[src/hw/tx_mode_pkg.sv]
// Register map, field layout and decoded transmit configuration types
`default_nettype none
package tx_mode_pkg;

	// Write addresses on the serial control bus
	localparam logic [7:0]  ADDR_GEN_RESET   = 8'h01;
	localparam logic [7:0]  ADDR_GEN_CTRL    = 8'hE0;
	localparam logic [7:0]  ADDR_TX_MODE     = 8'hE1;

	// Reset values
	localparam logic [15:0] TX_MODE_RST      = 16'h0000;
	localparam logic [15:0] GEN_CTRL_RST     = 16'h0000;

	// General control fields
	localparam int          GC_INT_RST_BIT   = 7;
	localparam int          GC_IRQ_EN_BIT    = 6;
	localparam int          GC_MASK_MSB      = 5;
	localparam int          GC_MASK_LSB      = 0;
	localparam int          IRQ_SRC_W        = 6;

	// Transmit mode fields
	localparam int          TM_MODE_MSB      = 15;
	localparam int          TM_MODE_LSB      = 12;
	localparam int          TM_LEVEL_MSB     = 11;
	localparam int          TM_LEVEL_LSB     = 9;
	localparam int          TM_TWIST_MSB     = 7;
	localparam int          TM_TWIST_LSB     = 5;
	localparam int          TM_SCR_EN_BIT    = 6;
	localparam int          TM_ONES_DET_BIT  = 5;
	localparam int          TM_FMT_MSB       = 4;
	localparam int          TM_FMT_LSB       = 3;
	localparam int          TM_LOW_MSB       = 2;
	localparam int          TM_LOW_LSB       = 0;
	localparam int          TM_TONE_MSB      = 4;

	localparam logic [2:0]  LEVEL_MAX_CODE   = 3'h7;
	localparam logic [3:0]  DATA_BITS_BASE   = 4'h5;
	localparam logic [1:0]  STOP_BITS_BASE   = 2'h1;

	typedef enum logic [2:0] {
		STD_OFF      = 3'h0,
		STD_V22_1200 = 3'h1,
		STD_V22_600  = 3'h2,
		STD_V21      = 3'h3,
		STD_BELL103  = 3'h4,
		STD_V23      = 3'h5,
		STD_BELL202  = 3'h6,
		STD_TONES    = 3'h7
	} tx_std_e;

	typedef enum logic [2:0] {
		SRC_NONE     = 3'h0,
		SRC_BUFFER   = 3'h1,
		SRC_ONES     = 3'h2,
		SRC_ZEROS    = 3'h3,
		SRC_DIBITS   = 3'h4,
		SRC_ALT      = 3'h5
	} sync_src_e;

	typedef struct packed {
		logic       tx_on;
		tx_std_e    std;
		logic       dpsk;
		logic       high_band;
		logic       fast_rate;
		logic [2:0] atten_step;
		logic       scramble_en;
		logic       ones_det_en;
		logic       sync_mode;
		logic       parity_en;
		logic       parity_even;
		logic [3:0] data_bits;
		logic [1:0] stop_bits;
		sync_src_e  sync_src;
		logic [4:0] tone_sel;
	} tx_cfg_s;

	// Upper-group boost in 0.5 dB units; code order is not monotonic
	function automatic logic [3:0] twist_half_db(input logic [2:0] code);
		case (code)
			3'h0:    twist_half_db = 4'h4;
			3'h1:    twist_half_db = 4'h2;
			3'h2:    twist_half_db = 4'h3;
			3'h3:    twist_half_db = 4'h5;
			default: twist_half_db = {1'b0, code} + 4'h2;
		endcase
	endfunction

endpackage
`default_nettype wire

[src/hw/tx_mode_control.sv]
// Transmit mode and interrupt-pin control registers with decoded outputs
`default_nettype none
// What this block does
// - With pin enable set, interrupt pin is driven low while interrupt bit is set.
// - With pin enable clear, interrupt pin floats whatever the interrupt status.
// - Six mask bits choose which status conditions may raise the interrupt bit.
// - Transmit mode clears on general reset and stays clear while internal reset set.
// - Mode field bits 15-12 select modem standard or tones.
// - Odd paired modem codes 6-D transmit high band, even codes low band; in codes 2-5 odd selects fast rate.
// - Level field sets gain in 1.5 dB steps, 111 loudest, 000 quietest.
// - Tones mode twist code sets upper group boost from +1.0 to +4.5 dB.
// - A new twist never takes effect partway through a tone.
// - In phase modes, scrambler field enables scrambler and 64-ones detector.
// - Format field selects synchronous or start-stop with none, even or odd parity.
// - Start-stop uses five plus bits 2-1 data bits, one plus bit 0 stop bits.
// - Synchronous source: 1XX buffer bytes, 011 ones, 010 zeros.
// - Source 00X sends dibits 00,11 at 1200 phase mode, else alternating bits.
module tx_mode_control
	import tx_mode_pkg::*;
(
	input  wire logic                 i_clk_sys,
	input  wire logic                 i_sys_rst,
	input  wire logic                 i_wr_stb,
	input  wire logic [7:0]           i_wr_addr,
	input  wire logic [15:0]          i_wr_data,
	input  wire logic [IRQ_SRC_W-1:0] i_status_flags,
	input  wire logic                 i_tone_active,
	output var  tx_cfg_s              o_tx_cfg,
	output var  logic [3:0]           o_twist_half_db,
	output var  logic                 o_int_reset,
	output var  logic                 o_irq_bit,
	output var  logic                 o_irq_n_out,
	output var  logic                 o_irq_n_oe
);

	////////////////////////////////////////////////////////////////////////
	// Register writes

	logic [15:0] tx_mode_ff;
	logic [15:0] nxt_tx_mode;
	logic [15:0] gen_ctrl_ff;
	logic [15:0] nxt_gen_ctrl;
	logic        is_gen_reset;
	logic        is_gen_wr;
	logic        is_tx_wr;

	assign is_gen_reset = i_wr_stb && (i_wr_addr == ADDR_GEN_RESET);
	assign is_gen_wr    = i_wr_stb && (i_wr_addr == ADDR_GEN_CTRL);
	assign is_tx_wr     = i_wr_stb && (i_wr_addr == ADDR_TX_MODE);

	always_comb begin
		nxt_gen_ctrl = gen_ctrl_ff;
		nxt_tx_mode  = tx_mode_ff;
		if (is_gen_reset)
			nxt_gen_ctrl = GEN_CTRL_RST;
		else if (is_gen_wr)
			nxt_gen_ctrl = i_wr_data;
		// Strobe only comes with a complete word, so fields move as one
		if (is_tx_wr)
			nxt_tx_mode = i_wr_data;
		// Internal reset wins over a write in the same cycle
		if (is_gen_reset || nxt_gen_ctrl[GC_INT_RST_BIT])
			nxt_tx_mode = TX_MODE_RST;
	end

	always_ff @(posedge i_clk_sys) begin
		if (i_sys_rst) begin
			gen_ctrl_ff <= GEN_CTRL_RST;
			tx_mode_ff  <= TX_MODE_RST;
		end else begin
			gen_ctrl_ff <= nxt_gen_ctrl;
			tx_mode_ff  <= nxt_tx_mode;
		end
	end

	////////////////////////////////////////////////////////////////////////
	// Decoded configuration

	tx_cfg_s    dec_cfg;
	logic [3:0] dec_twist;
	tx_cfg_s    cfg_ff;
	tx_cfg_s    nxt_cfg;
	logic [3:0] twist_ff;
	logic [3:0] nxt_twist;
	logic       rst_ff;
	logic       nxt_rst;

	tx_mode_decode u_decode (
		.i_mode_word (tx_mode_ff),
		.o_cfg       (dec_cfg),
		.o_twist     (dec_twist)
	);

	always_comb begin
		nxt_cfg   = dec_cfg;
		nxt_rst   = gen_ctrl_ff[GC_INT_RST_BIT];
		// Tone generator twist stays fixed until the tone ends
		nxt_twist = i_tone_active ? twist_ff : dec_twist;
	end

	always_ff @(posedge i_clk_sys) begin
		if (i_sys_rst) begin
			cfg_ff   <= '0;
			twist_ff <= 4'h0;
			rst_ff   <= 1'b0;
		end else begin
			cfg_ff   <= nxt_cfg;
			twist_ff <= nxt_twist;
			rst_ff   <= nxt_rst;
		end
	end

	assign o_tx_cfg        = cfg_ff;
	assign o_twist_half_db = twist_ff;
	assign o_int_reset     = rst_ff;

	////////////////////////////////////////////////////////////////////////
	// Interrupt bit and open-drain pin

	logic irq_ff;
	logic nxt_irq;
	logic irq_oe_ff;
	logic nxt_irq_oe;

	always_comb begin
		nxt_irq    = |(i_status_flags & gen_ctrl_ff[GC_MASK_MSB:GC_MASK_LSB]);
		// Pin only ever pulls low; enable clear leaves it floating
		nxt_irq_oe = gen_ctrl_ff[GC_IRQ_EN_BIT] && nxt_irq;
	end

	always_ff @(posedge i_clk_sys) begin
		if (i_sys_rst) begin
			irq_ff    <= 1'b0;
			irq_oe_ff <= 1'b0;
		end else begin
			irq_ff    <= nxt_irq;
			irq_oe_ff <= nxt_irq_oe;
		end
	end

	assign o_irq_bit   = irq_ff;
	assign o_irq_n_out = 1'b0;
	assign o_irq_n_oe  = irq_oe_ff;

	////////////////////////////////////////////////////////////////////////
	// Checks

	a_irq_pin_low: assert property (@(posedge i_clk_sys) disable iff (i_sys_rst)
		(gen_ctrl_ff[GC_IRQ_EN_BIT] && |(i_status_flags & gen_ctrl_ff[GC_MASK_MSB:GC_MASK_LSB]))
		|=> (o_irq_n_oe && o_irq_bit))
		else $error("interrupt pin not pulled low");

	a_irq_pin_float: assert property (@(posedge i_clk_sys) disable iff (i_sys_rst)
		!gen_ctrl_ff[GC_IRQ_EN_BIT] |=> !o_irq_n_oe)
		else $error("interrupt pin driven while disabled");

	a_irq_mask_gate: assert property (@(posedge i_clk_sys) disable iff (i_sys_rst)
		((i_status_flags & gen_ctrl_ff[GC_MASK_MSB:GC_MASK_LSB]) == '0) |=> !o_irq_bit)
		else $error("masked condition raised interrupt bit");

	a_txm_gen_reset: assert property (@(posedge i_clk_sys) disable iff (i_sys_rst)
		is_gen_reset |=> (tx_mode_ff == TX_MODE_RST) ##1 !o_tx_cfg.tx_on)
		else $error("general reset did not clear transmit mode");

	a_txm_hold_clear: assert property (@(posedge i_clk_sys) disable iff (i_sys_rst)
		gen_ctrl_ff[GC_INT_RST_BIT] |-> (tx_mode_ff == TX_MODE_RST))
		else $error("transmit mode not held clear in internal reset");

	a_cfg_band_sel: assert property (@(posedge i_clk_sys) disable iff (i_sys_rst)
		(o_tx_cfg.tx_on && o_tx_cfg.std != STD_TONES && o_tx_cfg.std <= STD_BELL103)
		|-> (o_tx_cfg.high_band == $past(tx_mode_ff[TM_MODE_LSB])))
		else $error("band does not follow mode code parity");

	a_level_atten: assert property (@(posedge i_clk_sys) disable iff (i_sys_rst)
		o_tx_cfg.tx_on
		|-> (o_tx_cfg.atten_step == 3'(LEVEL_MAX_CODE - $past(tx_mode_ff[TM_LEVEL_MSB:TM_LEVEL_LSB]))))
		else $error("attenuation step does not match level code");

	a_twist_hold: assert property (@(posedge i_clk_sys) disable iff (i_sys_rst)
		i_tone_active |=> $stable(o_twist_half_db))
		else $error("twist changed during a tone");

	a_write_atomic: assert property (@(posedge i_clk_sys) disable iff (i_sys_rst)
		(!i_wr_stb && !gen_ctrl_ff[GC_INT_RST_BIT]) |=> $stable(tx_mode_ff))
		else $error("transmit mode changed without a write");

	a_tx_off_quiet: assert property (@(posedge i_clk_sys) disable iff (i_sys_rst)
		!o_tx_cfg.tx_on |-> (o_tx_cfg == '0))
		else $error("disabled transmitter shows active fields");

	a_int_rst_out: assert property (@(posedge i_clk_sys) disable iff (i_sys_rst)
		gen_ctrl_ff[GC_INT_RST_BIT] |=> o_int_reset)
		else $error("internal reset not shown on output");

	// Idle tone generator takes the new twist one edge later
	a_twist_range: assert property (@(posedge i_clk_sys) disable iff (i_sys_rst)
		(!i_tone_active && tx_mode_ff[TM_MODE_MSB:TM_MODE_LSB] == 4'h1)
		|=> (o_twist_half_db >= 4'h2 && o_twist_half_db <= 4'h9))
		else $error("twist outside its range in tones mode");

	a_scr_phase_only: assert property (@(posedge i_clk_sys) disable iff (i_sys_rst)
		(o_tx_cfg.scramble_en || o_tx_cfg.ones_det_en) |-> (o_tx_cfg.dpsk && o_tx_cfg.scramble_en))
		else $error("scrambler active outside phase modes");

	a_scr_follow: assert property (@(posedge i_clk_sys) disable iff (i_sys_rst)
		o_tx_cfg.dpsk |-> (o_tx_cfg.scramble_en == $past(tx_mode_ff[TM_SCR_EN_BIT])))
		else $error("scrambler enable does not follow its bit");

	a_sync_framing: assert property (@(posedge i_clk_sys) disable iff (i_sys_rst)
		o_tx_cfg.sync_mode |-> (!o_tx_cfg.parity_en && o_tx_cfg.data_bits == 4'h0 && o_tx_cfg.sync_src != SRC_NONE))
		else $error("synchronous mode shows start-stop framing");

	a_frame_ranges: assert property (@(posedge i_clk_sys) disable iff (i_sys_rst)
		(o_tx_cfg.tx_on && o_tx_cfg.std != STD_TONES && !o_tx_cfg.sync_mode)
		|-> (o_tx_cfg.data_bits >= DATA_BITS_BASE && o_tx_cfg.data_bits <= DATA_BITS_BASE + 4'h3
			&& o_tx_cfg.stop_bits >= STOP_BITS_BASE && o_tx_cfg.stop_bits <= STOP_BITS_BASE + 2'h1))
		else $error("start-stop character framing out of range");

	a_dibit_fast_psk: assert property (@(posedge i_clk_sys) disable iff (i_sys_rst)
		(o_tx_cfg.sync_src == SRC_DIBITS) |-> (o_tx_cfg.std == STD_V22_1200))
		else $error("dibit pattern outside 1200 bps phase mode");

endmodule
`default_nettype wire

[src/hw/tx_mode_decode.sv]
// Combinational decode of the transmit mode word into configuration fields
`default_nettype none
module tx_mode_decode
	import tx_mode_pkg::*;
(
	input  wire logic [15:0] i_mode_word,
	output var  tx_cfg_s     o_cfg,
	output var  logic [3:0]  o_twist
);

	logic [3:0] mode;
	logic [2:0] low;
	logic [1:0] fmt;

	assign mode = i_mode_word[TM_MODE_MSB:TM_MODE_LSB];
	assign low  = i_mode_word[TM_LOW_MSB:TM_LOW_LSB];
	assign fmt  = i_mode_word[TM_FMT_MSB:TM_FMT_LSB];

	always_comb begin
		o_cfg   = '0;
		o_twist = 4'h0;
		case (mode)
			4'hD, 4'hC: o_cfg.std = STD_V22_1200;
			4'hB, 4'hA: o_cfg.std = STD_V22_600;
			4'h9, 4'h8: o_cfg.std = STD_V21;
			4'h7, 4'h6: o_cfg.std = STD_BELL103;
			4'h5, 4'h4: o_cfg.std = STD_V23;
			4'h3, 4'h2: o_cfg.std = STD_BELL202;
			4'h1:       o_cfg.std = STD_TONES;
			default:    o_cfg.std = STD_OFF;
		endcase
		// Disabled transmitter leaves every other field at zero
		if (o_cfg.std != STD_OFF) begin
			o_cfg.tx_on      = 1'b1;
			o_cfg.dpsk       = (o_cfg.std == STD_V22_1200) || (o_cfg.std == STD_V22_600);
			o_cfg.atten_step = LEVEL_MAX_CODE - i_mode_word[TM_LEVEL_MSB:TM_LEVEL_LSB];
			if (o_cfg.std == STD_TONES) begin
				o_twist        = twist_half_db(i_mode_word[TM_TWIST_MSB:TM_TWIST_LSB]);
				o_cfg.tone_sel = i_mode_word[TM_TONE_MSB:0];
			end else begin
				o_cfg.high_band   = i_mode_word[TM_MODE_LSB] && o_cfg.std <= STD_BELL103;
				o_cfg.fast_rate   = i_mode_word[TM_MODE_LSB] && o_cfg.std >= STD_V23;
				// Scrambler bits only mean something in phase modes
				o_cfg.scramble_en = o_cfg.dpsk && i_mode_word[TM_SCR_EN_BIT];
				o_cfg.ones_det_en = o_cfg.scramble_en && i_mode_word[TM_ONES_DET_BIT];
				o_cfg.sync_mode   = (fmt == 2'h3);
				if (o_cfg.sync_mode) begin
					if (low[2])
						o_cfg.sync_src = SRC_BUFFER;
					else if (low[1])
						o_cfg.sync_src = low[0] ? SRC_ONES : SRC_ZEROS;
					else if (o_cfg.std == STD_V22_1200)
						o_cfg.sync_src = SRC_DIBITS;
					else
						o_cfg.sync_src = SRC_ALT;
				end else begin
					o_cfg.parity_en   = !fmt[1];
					o_cfg.parity_even = !fmt[1] && fmt[0];
					o_cfg.data_bits   = DATA_BITS_BASE + {2'h0, low[2:1]};
					o_cfg.stop_bits   = STOP_BITS_BASE + {1'b0, low[0]};
				end
			end
		end
	end

endmodule
`default_nettype wire

[config.mk]
export PLATFORM = sky130hd
export DESIGN_NAME = tx_mode_control
export DESIGN_NICKNAME = d
export VERILOG_FILES = /design/src/hw/tx_mode_pkg.sv /design/src/hw/tx_mode_control.sv /design/src/hw/tx_mode_decode.sv
export SDC_FILE = /design/constraint.sdc
export NUM_CORES = 1
export LEC_CHECK = 0
export CAP_MARGIN = 10
export CORE_UTILIZATION = 40
export DETAILED_ROUTE_END_ITERATION = 10
export DONT_BUFFER_PORTS = 1
export RECOVER_POWER = 100
export SYNTH_ARGS = -nofsm -noshare
export SYNTH_HDL_FRONTEND = slang
export SYNTH_SLANG_ARGS = --single-unit
[constraint.sdc]
create_clock -name i_clk_sys -period 1.4 [get_ports i_clk_sys]
set_clock_uncertainty 0.05 [all_clocks]
set_input_delay 0.14 -clock i_clk_sys [delete_from_list [all_inputs] [get_ports i_clk_sys]]
set_output_delay 0.14 -clock i_clk_sys [all_outputs]
set_load 0.01 [all_outputs]
**Word level (Yosys, flattened, before mapping)**

Memory sizes are Yosys's and may differ from the RTL's. A register that Yosys moved wholly into a read port is not among the register bits.
Index checks and enable logic that the tools add are counted.

- Register bits: 60
- Memory bits (read-only): 48
- Input port bits: 34
- Output and inout port bits: 37
- Logic and storage cells: 79
- Memories: 1

Memory list:

| memory | words | width | read ports | clocked after memory_dff | write ports | line | text |
|---|---|---|---|---|---|---|---|
| (no name shown) | 16 | 3 | 1 | 1 | 0 | tx_mode_decode.sv:22 | `case (mode)` |

- Add/subtract/negate cells: 4
- Magnitude comparators: 2
- Eq/ne operators: 10
- Mux-type cells: 12
- Bitwise operators: 4
- Reductions and logical operators: 23

Operator list:

| cell | number |
|---|---|
| 8-bit == test (second input constant) | 2 |
| 4-bit two-way mux | 4 |
| 8-bit two-way mux | 2 |
| 4-bit case mux with 4 select lines | 1 |
| 3-bit by 2-bit == test with 1-bit output (second input constant) | 3 |
| 1-bit logical AND | 9 |
| 8-bit by 1-bit == test with 1-bit output (second input constant) | 1 |
| 4-bit OR reduction | 2 |
| 6-bit AND | 1 |
| 3-bit by 1-bit == test with 1-bit output (second input constant) | 2 |
| 2-bit OR reduction | 3 |
| 3-bit OR reduction | 2 |
| 6-bit OR reduction | 1 |
| 5-bit OR reduction | 1 |
| 3-bit by 2-bit adder with 4-bit output (first input constant) | 1 |
| 3-bit by 2-bit adder with 4-bit output (second input constant) | 1 |
| 1-bit two-way mux | 4 |
| 3-bit == test (second input constant) | 1 |
| 3-bit greater-or-equal comparator (second input constant) | 1 |
| 3-bit <= comparator (second input constant) | 1 |
| 3-bit logical NOT | 1 |
| 3-bit two-way mux | 1 |
| 1-bit NOT | 3 |
| 3-bit nonzero test | 1 |
| other kinds (5) | 6 |

**Depth between registers and ports, before layout**

Gate-level depths: netlist of run 1.

- Depth after elaboration: 7
- Mapped depth: 6
- Gate-level depth less buffers: 6

**Modules after synthesis**

A second synthesis of run 1 with hierarchy kept.

- Cells, all modules: 278
- Area, all modules: 2763.9 um^2

Modules (own cells, without submodules):

| module | times used | cells each | area an instance (um^2) |
|---|---|---|---|
| tx_mode_control | 1 | 211 | 2324.7 |
| tx_mode_decode | 1 | 67 | 439.2 |

**Worst setup path before layout of run 1**

No wires, ideal clock.

- Path type: input to register
- Start point: input port i_wr_addr[1]
- End point: register tx_mode_ff[9]
- Library setup time: 119 ps
- Data arrival time: 1123 ps
- Data required time: 1231 ps
- Path slack: 109 ps
- Stages on the path: 6
- Cell sequence: nor4b_4 -> a41o_1 -> buf_4 -> nand3b_4 -> buf_8 -> nor2_4

- Word-level cells in the longest chain between the ends: 6
- Elaborated cells on any way between the ends: 10
- Classes of those cells: 3 x eq/ne; 2 x mux; 5 x reduce/logical

RTL lines:

| what | line | text |
|---|---|---|
| start, declared | tx_mode_control.sv:24 | `input wire logic [7:0] i_wr_addr,` |
| 8-bit == test | tx_mode_control.sv:48 | `assign is_gen_wr = i_wr_stb && (i_wr_addr == ADDR_GEN_CTRL);` |
| 1-bit logical AND | tx_mode_control.sv:48 |  |
| 8-bit two-way mux | tx_mode_control.sv:56 | `else if (is_gen_wr)` |
| 8-bit two-way mux | tx_mode_control.sv:54 | `if (is_gen_reset)` |
| 1-bit logical OR | tx_mode_control.sv:62 | `if (is_gen_reset \|\| nxt_gen_ctrl[GC_INT_RST_BIT])` |
| 2-bit OR reduction (no source line) | -- |  |
| end signal, assigned | tx_mode_control.sv:72 | `tx_mode_ff <= nxt_tx_mode;` |
| end, declared | tx_mode_control.sv:39 | `logic [15:0] tx_mode_ff;` |

Parallel ways exist; a longest one is shown, timed or not.
A chain may end at the register's enable or synchronous reset.

**Final worst setup path of run 1**

- Start point: register, netlist name u_decode.o_cfg[25]
- End point: register cfg_ff, in the netlist o_tx_cfg[25]

RTL lines:

| what | line | text |
|---|---|---|
| end signal, assigned | tx_mode_control.sv:107 | `cfg_ff <= nxt_cfg;` |
| end, declared | tx_mode_control.sv:81 | `tx_cfg_s cfg_ff;` |

No word-level cell between the ends.

==> flow_metrics.py, run 1 <==
metrics = {
    "run_status": {
        "status": "finished, violations left",
        "violations": "negative hold slack",
    },
    "floorplan": {
        "dieArea_um2": 6060,
        "initial_core_util": 0.4153,
        "die_h_um": 77.85,
        "rows": 27,
        "coreArea_um2": 5540,
        "ioPinCount": 71,
        "die_w_um": 77.85,
    },
    "routing": {
        "vias": 1634,
        "firstDrtPassIters": 4,
        "wl_per_cell_um": 13.86,
        "routed_via_density": 4.892,
        "drt-total-wl_um": 4629,
        "drt_iter0_drc": 77,
        "drc": 0,
        "drtAntennaViolNets": 0,
    },
    "cells_and_area": {
        "nets": 295,
        "antenna_cells": 0,
        "area_growth_pct": 23.60,
        "fill_cells": 531,
        "fin_area_um2": 2844,
        "drive_gt1_frac": 0.1756,
    },
    "synthesis": {
        "asyncSetResetFlopFracSynth": 0,
        "synth-edff-count": 0,
        "syn_nets": 257,
        "synth.avg_cell_area_um2": 10.51,
        "netlist_area_um2": 2301,
        "ys_seq_elements": 62,
        "ys_seq_area_frac": 0.5394,
        "ys.flop_type": "dfxtp_1",
        "ys_types": 41,
        "netlist_instances": 219,
        "yosys_warnings": 0,
    },
    "worst_setup_path": {
        "crit_fanout": 4,
        "max_stage_delay_ps": 540,
        "crit_buf_inv": 2,
        "crit_chain": "buf_4 > nor2b_1 > dlygate4sd3_1",
        "cp_top_family": "buffers and inverters",
        "r2r_slack_ps": 100,
        "crit_required_ps": 1570,
        "cp_slowest_cell": "dlygate4sd3_1",
        "crit_type": "flop to flop",
        "cp-end-kind": "flop",
        "start_kind": "flop",
        "crit_arrival_ps": 1470,
    },
    "clock_tree": {
        "hold_buffers": 18,
        "cts_buffers": 9,
        "htree_levels": 3,
        "cts_buffer_depth": 2,
        "path_clk_slew_ps": 60,
        "root_buffer": "clkbuf_8",
        "cts.sinks": 62,
        "cts_tree": "built",
        "clock_latency_ps": 330,
    },
    "sta": {
        "finalCritPeriodShare": 0.9310,
        "min_period_ps": 1303,
        "setup_viol": 0,
        "rsz0062_at_grt": "no",
        "setup_tns_ps": 0,
        "whs_ps": -171.8,
        "hold_viol": 17,
        "clock.fmax_mhz": 767.2,
        "fin_ws_ps": 96.54,
        "slew_viol_final": 0,
    },
    "grt": {
        "grt_pass1_wl_um": 7817,
        "antenna_found_initial": 0,
        "overflow": 0,
        "grt_max_degree": 20,
        "grt_pass1_vias": 1616,
        "track_usage": 0.1728,
    },
    "pwr": {
        "power.leakage_nw": 1.283,
        "peakVddDrop_mv": 0.6299,
        "power.density_nw_per_um2": 1318,
    },
    "placed_design": {
        "pre_cts_ws_ps": 47.64,
        "placed_area_um2": 2467,
        "place_congestion": 0.7339,
        "numPortBuffers": 0,
        "hpwl_um": 3265,
    },
    "min_path": {
        "min_path_type": "input pin to flop",
    },
    "run": {
        "cap_violations": 0,
    },
}
registers in the layout, summed over array words and instances (netlist names):
| name | flops |
|---|---|
| o_tx_cfg | 29 |
| gen_ctrl_ff | 8 |
| o_twist_half_db | 4 |
| tx_mode_ff | 15 |
| u_decode.o_cfg | 3 |
| o_irq_bit | 1 |
| o_int_reset | 1 |
| o_irq_n_oe | 1 |
cell type report:
cell class / count / area, µm² / area share
Sequential cell: 62 / 1242 / 0.4369
Tap cell: 72 / 90.09 / 0.03168
Clock inverter: 6 / 108.9 / 0.03828
Inverter: 5 / 18.77 / 0.006599
Clock buffer: 10 / 137.6 / 0.04839
Timing Repair Buffer: 34 / 287.8 / 0.1012
Multi-Input combinational cell: 145 / 958.4 / 0.3370
kinds of logic after synthesis:
| family | count (synthesis) | synth area share |
|---|---|---|
| flops | 62 | 0.5394 |
| other cells | 1 | 0.001630 |
| xor+xnor | 2 | 0.007614 |
| simple gates | 96 | 0.2452 |
| buf+inv | 12 | 0.03262 |
| fa+ha+maj | 4 | 0.02175 |
| compound gates | 20 | 0.05602 |
| mux | 22 | 0.09570 |
cell usage after synthesis, types with 2 or more instances:
| library cell | count | area share |
|---|---|---|
| dfxtp_1 | 62 | 0.54 |
| nor2_1 | 26 | 0.042 |
| mux2i_1 | 22 | 0.096 |
| nor3_1 | 13 | 0.028 |
| and2_1 | 9 | 0.024 |
| nand2_1 | 9 | 0.015 |
| nor2_2 | 9 | 0.024 |
| a21oi_1 | 6 | 0.013 |
| a22oi_1 | 5 | 0.016 |
| and3_1 | 5 | 0.014 |
| inv_1 | 5 | 0.0082 |
| nor2b_1 | 5 | 0.014 |
| ha_1 | 4 | 0.022 |
| o21ai_0 | 4 | 0.0087 |
| buf_4 | 3 | 0.0098 |
| nor4_1 | 3 | 0.0082 |
| or3_1 | 3 | 0.0082 |
| nand3_2 | 2 | 0.0087 |
| nor3_2 | 2 | 0.0087 |
metal layers:
| metal | global-route usage | vias to the layer above | wire length [µm] |
|---|---|---|---|
| li1 | - | 830 | - |
| met1 | 0.2105 | 743 | 2081 |
| met2 | 0.2549 | 54 | 2109 |
| met3 | 0.08706 | 7 | 364 |
| met4 | 0.07358 | 0 | 74 |
| met5 | 0 | - | 0 |
worst reg2reg max path, cell delays in order, from the launching register on:
cell and delay (ps):
dfxtp_1 340, buf_4 150, nor2b_1 120, dlygate4sd3_1 540
per-stage QoR:
step	utilization	cells	total power, W	hold WS (ps)
final	0.5133	334	0.003748	-171.8
after global routing	0.5133	334	0.003900	-202.0
after CTS	0.5224	334	0.003799	-190.9
after detailed placement	0.4453	300	0.001860	166.1
after global placement	0.4453	300	0.001859	165.0
after floorplan	-	219	0.001856	230.5
what timing repair did:
item / 4_1_cts / 5_1_grt
gates resized for setup: 0 / 3
endpoints found under the setup margin: 0 / 4
setup buffers: 0 / 0
hold endpoints to repair: 46 / 17
placed cells by master (no fill, tap or decap), types with 3 or more instances in the layout:
cell           synthesis  layout
a21oi_1                6       6
a22oi_1                5       5
and2_0                 0       5
and2_1                 9       4
and3_1                 5       5
buf_4                  3      10
bufinv_16              0       3
clkbuf_8               0      10
dfxtp_1               62      61
dlygate4sd3_1          0      18
ha_1                   4       4
inv_1                  5       5
mux2i_1               22      22
nand2_1                9       9
nor2_1                26      28
nor2_2                 9       7
nor2b_1                5       4
nor3_1                13      13
nor4_1                 3       4
o21ai_0                4       4
or3_1                  3       3
report_power, final:
| part | switching, W | leakage [nW] | total (W) | internal, W |
|---|---|---|---|---|
| logic | 0.0000371 | 0.657 | 0.0000829 | 0.0000458 |
| clock network | 0.000670 | 0.126 | 0.00190 | 0.00123 |
| registers | 0.00000206 | 0.500 | 0.00177 | 0.00177 |
final timing paths:
path                 startpoint                  to  depth (start not counted)
max          u_decode.o_cfg[25]        o_tx_cfg[25]                          3
min                   i_sys_rst  o_twist_half_db[1]                          1
max reg2reg  u_decode.o_cfg[25]        o_tx_cfg[25]                          3
min reg2reg      tx_mode_ff[10]        o_tx_cfg[20]                          1
Power figures use the tool's default switching activity.
==> run 2, diff against run 1 <==
Settings changed: PLACE_DENSITY set to 0.56.
==> run 2 against run 1 <==
  * The run still ends with negative hold slack left
  * Global-route usage decreased by 0.21 points
  * Design area hardly changed
  * Fmax is 3.4% higher
  * Via count down 1.1%
  * Total power is 4.0% lower
  * Largest cell class unchanged
  * Largest power group is now registers
==> flow_metrics.py, run 2 (synthesis results as in run 1) <==
metrics = {
    "floorplan": {
        "dieArea_um2": 6060,
        "ioPinCount": 71,
        "rows": 27,
        "initial_core_util": 0.4153,
        "die_h_um": 77.85,
        "coreArea_um2": 5540,
        "die_w_um": 77.85,
    },
    "cells_and_area": {
        "drive_gt1_frac": 0.1908,
        "utilization": 0.5129,
        "reg_top3": "o_tx_cfg x29, tx_mode_ff x15, gen_ctrl_ff x8",
        "area_growth_pct": 23.49,
        "seqCellArea_um2": 1242,
        "fill_cells": 544,
        "nets": 295,
        "largest_register_ffs": 29,
        "final_cell_mix": "61 x dfxtp_1, 26 x nor2_1, 22 x mux2i_1",
        "antenna_cells": 0,
        "layout_commonest_cell": "dfxtp_1",
        "fin_cells": 334,
        "fin_area_um2": 2841,
        "top_register": "o_tx_cfg",
        "multiInputGateArea_um2": 977.2,
    },
    "pwr": {
        "peakVddDrop_mv": 0.6121,
        "power.leakage_nw": 1.269,
        "power.density_nw_per_um2": 1266,
    },
    "placed_design": {
        "placed_area_um2": 2460,
        "dp_cells": 299,
        "place_congestion": 0.7029,
        "numPortBuffers": 0,
        "hpwl_um": 3228,
    },
    "grt": {
        "grt_max_degree": 20,
        "overflow": 0,
        "antenna_found_initial": 0,
        "grt_pass1_vias": 1592,
        "track_usage": 0.1707,
        "grt_pass1_wl_um": 7679,
    },
    "worst_setup_path": {
        "crit_type": "flop to flop",
        "crit_fanout": 7,
        "cp_slowest_cell": "dfxtp_1",
        "crit_chain": "and3_1 > nor2b_2 > o21ai_0 > a21oi_1",
        "crit_required_ps": 1620,
        "cp-end-kind": "flop",
        "crit_arrival_ps": 1480,
        "max_stage_delay_ps": 450,
        "start_kind": "flop",
    },
    "routing": {
        "routed_via_density": 4.838,
        "wl_per_cell_um": 13.84,
        "drt-total-wl_um": 4622,
        "vias": 1616,
        "drtAntennaViolNets": 0,
        "firstDrtPassIters": 4,
        "drc": 0,
        "drt_iter0_drc": 53,
    },
    "clock_tree": {
        "clock_latency_ps": 340,
        "root_buffer": "clkbuf_8",
        "htree_levels": 3,
        "cts_buffers": 9,
        "hold_buffers": 19,
        "path_clk_slew_ps": 70,
        "cts_buffer_depth": 2,
        "cts_tree": "built",
        "cts.sinks": 62,
    },
    "sta": {
        "whs_ps": -180.7,
        "hold_viol": 17,
        "finalCritPeriodShare": 0.9008,
        "worstMarginPinSlew_ps": 575.3,
        "slew-limit-headroom": 0.6129,
        "rsz0062_at_grt": "no",
        "setup_viol": 0,
        "min_period_ps": 1261,
        "slew_viol_final": 0,
        "setup_tns_ps": 0,
        "clock.fmax_mhz": 792.9,
    },
    "run": {
        "cap_violations": 0,
    },
    "run_status": {
        "violations": "negative hold slack",
        "status": "finished, violations left",
    },
    "min_path": {
        "min_path_type": "input pin to flop",
    },
}
-- run 2: final cells by class --
type,instances,share of cell area
clock inverters,6,0.02994
flip-flops and latches,62,0.4373
clock buffers,10,0.04844
repair buffers,34,0.1022
well taps,72,0.03170
inverters,5,0.006605
multi-input cells,145,0.3439
-- run 2: final timing paths --
path,from,endpoint,slack (ps),cells after the start
hold reg to reg,tx_mode_ff[9],o_tx_cfg[19],380,1
setup reg to reg,u_decode.o_cfg[27],o_twist_half_db[1],140,4
hold / removal,i_sys_rst,o_twist_half_db[2],-180,1
setup / recovery,u_decode.o_cfg[27],o_twist_half_db[1],140,4
-- run 2: timing repair --
action / in CTS / in global routing
endpoints found under the hold margin: 48 / 17
resized for setup: 0 / 5
setup endpoints to repair: 0 / 5
setup buffers: 0 / 0
-- run 2: routing by layer --
metal	part of all wire	vias to the layer above	wire, µm	track usage
met4	0.011	0	51	0.09057
li1	-	826	-	-
met2	0.44	58	2054	0.2593
met1	0.47	725	2153	0.2000
met3	0.078	7	362	0.07765
met5	0	-	0	0
-- run 2: power breakdown --
group / total [W] / switching, W / leakage, nW / internal [W]
Sequential: 0.00177 / 0.00000215 / 0.500 / 0.00177
Clock: 0.00174 / 0.000701 / 0.108 / 0.00104
Combinational: 0.0000865 / 0.0000374 / 0.661 / 0.0000490
-- run 2: worst max-delay path, delay by kind of cell (launching register included) --
kind	cells	cell delay, ps
simple gates	2	470
flops	1	450
compound gates	2	230
-- run 2: through the flow --
stage | setup slack, ps | power [W] | hold slack (ps)
2_1_floorplan | 108.6 | 0.001856 | 230.5
3_3_place_gp | 69.32 | 0.001860 | 165.8
3_5_place_dp | 39.62 | 0.001860 | 166.6
4_1_cts | 17.19 | 0.003645 | -207.3
5_1_grt | 19.96 | 0.003731 | -210.0
6_report | 138.8 | 0.003598 | -180.7
==> run 3, diff against run 2 <==
Settings changed: CTS_BUF_LIST set to sky130_fd_sc_hd__clkbuf_8, RECOVER_POWER 100 to unset.
==> run 3 against run 2 <==
  * The run still ends with negative hold slack left
  * Worst hold slack barely moved
  * Setup slack barely moved
  * Register-to-register slack barely moved
  * Critical endpoint unchanged
  * Highest routed layer unchanged
==> flow_metrics.py, run 3 (synthesis results as in run 1) <==
metrics = {
    "min_path": {
        "min_path_type": "input pin to flop",
        "hold_path_depth": 1,
        "worstHoldStart": "i_sys_rst",
        "hold_end": "o_twist_half_db[2]",
    },
    "sta": {
        "setup_tns_ps": 0,
        "finalCritPeriodShare": 0.9009,
        "slew_viol_final": 0,
        "clock.fmax_mhz": 792.8,
        "rsz0062_at_grt": "no",
        "whs_ps": -180.5,
        "hold_viol": 17,
        "min_period_ps": 1261,
        "setup_viol": 0,
    },
    "grt": {
        "overflow": 0,
        "track_usage": 0.1707,
        "grt_pass1_vias": 1592,
        "grt_pass1_wl_um": 7679,
        "grt_max_degree": 20,
        "antenna_found_initial": 0,
    },
    "floorplan": {
        "rows": 27,
        "initial_core_util": 0.4153,
        "coreArea_um2": 5540,
        "die_h_um": 77.85,
        "ioPinCount": 71,
        "dieArea_um2": 6060,
        "die_w_um": 77.85,
    },
    "run_status": {
        "status": "finished, violations left",
        "violations": "negative hold slack",
    },
    "routing": {
        "drtAntennaViolNets": 0,
        "wl_per_cell_um": 13.77,
        "vias": 1628,
        "drt-total-wl_um": 4599,
        "firstDrtPassIters": 4,
        "drc": 0,
        "drt_iter0_drc": 53,
        "routed_via_density": 4.874,
    },
    "cells_and_area": {
        "seqCellArea_um2": 1242,
        "largest_register_ffs": 29,
        "antenna_cells": 0,
        "nets": 295,
        "reg_top3": "o_tx_cfg x29, tx_mode_ff x15, gen_ctrl_ff x8",
        "utilization": 0.5206,
        "area_growth_pct": 25.34,
        "layout_commonest_cell": "dfxtp_1",
        "drive_gt1_frac": 0.2061,
        "final_cell_mix": "61 x dfxtp_1, 25 x nor2_1, 22 x mux2i_1",
        "fill_cells": 539,
        "multiInputGateArea_um2": 994.7,
        "top_register": "o_tx_cfg",
        "fin_cells": 334,
    },
    "pwr": {
        "power.density_nw_per_um2": 1251,
        "power.leakage_nw": 1.292,
        "peakVddDrop_mv": 0.6121,
    },
    "worst_setup_path": {
        "crit_type": "flop to flop",
        "crit_fanout": 7,
        "r2r_slack_ps": 140,
        "start_kind": "flop",
        "crit_required_ps": 1620,
        "crit_arrival_ps": 1480,
        "cp-end-kind": "flop",
        "r2r_end": "o_twist_half_db[1]",
        "reg2reg_depth": 4,
        "rr_startpoint": "u_decode.o_cfg[27]",
    },
    "placed_design": {
        "hpwl_um": 3228,
        "numPortBuffers": 0,
        "dp_cells": 299,
        "place_congestion": 0.7029,
    },
    "clock_tree": {
        "cts_setup_buffers": 0,
        "root_buffer": "clkbuf_8",
        "clock_latency_ps": 340,
        "htree_levels": 3,
        "hold_buffers": 19,
        "cts_tree": "built",
        "cts_buffer_depth": 2,
        "cts_buffers": 9,
        "path_clk_slew_ps": 70,
        "cts.sinks": 62,
    },
    "run": {
        "cap_violations": 0,
    },
}
## run 3: changes by cell type in the layout (fill, tap and decap cells not counted), moves of 2 or more
cell      change
clkbuf_1      -2
clkbuf_2      -2
buf_4         +4
and2_0        -4
and2_1        +4
## run 3: where the power goes
part	switching, W	internal [W]
combinational	0.0000385	0.0000567
clock	0.000702	0.00104
sequential	0.00000215	0.00177
## run 3: cell type report
type | count | area share
clock inverters | 6 | 0.02950
clock buffers | 10 | 0.04772
flip-flops and latches | 62 | 0.4308
inverters | 5 | 0.006508
well taps | 72 | 0.03124
repair buffers | 34 | 0.1093
multi-input cells | 145 | 0.3449
## run 3: timing repair
| item | in CTS | in global routing |
|---|---|---|
| resized for setup | 0 | 5 |
| endpoints found under the hold margin | 48 | 17 |
| setup endpoints to repair | 0 | 5 |
## run 3: metrics by stage
stage | worst slack, ps | total power [W] | cell area [µm²]
after global placement | 69.32 | 0.001860 | 2460
after floorplan | 108.6 | 0.001856 | 2301
after detailed placement | 39.62 | 0.001860 | 2460
after CTS | 17.19 | 0.003645 | 2873
final | 138.7 | 0.003608 | 2884
after global routing | 19.96 | 0.003740 | 2884
## run 3: how the worst max path moves through the flow
| stage | startpoint | end | slack (ps) | depth (start not counted) |
|---|---|---|---|---|
| 3_3_place_gp | u_decode.o_cfg[27] | o_twist_half_db[1] | 70 | 4 |
| 4_1_cts | tx_mode_ff[6] | o_twist_half_db[1] | 20 | 6 |
| 5_1_grt | u_decode.o_cfg[27] | o_twist_half_db[2] | 20 | 4 |
| 6_report | u_decode.o_cfg[27] | o_twist_half_db[1] | 140 | 4 |
| 3_5_place_dp | tx_mode_ff[6] | o_twist_half_db[1] | 40 | 6 |
| 2_1_floorplan | i_wr_addr[1] | tx_mode_ff[9] | 110 | 6 |
## run 3: per-layer routing
layer  global-route usage  wire length, µm
met2               0.2593             2044
met5                    0                0
met3              0.07765              354
met4              0.09057               51
met1               0.2000             2148
## run 3: worst max-delay path, stage by stage (launching register included)
cell     delay [ps]
dfxtp_1         450
and3_1          260
nor2b_2         210
o21ai_0         110
a21oi_1         120
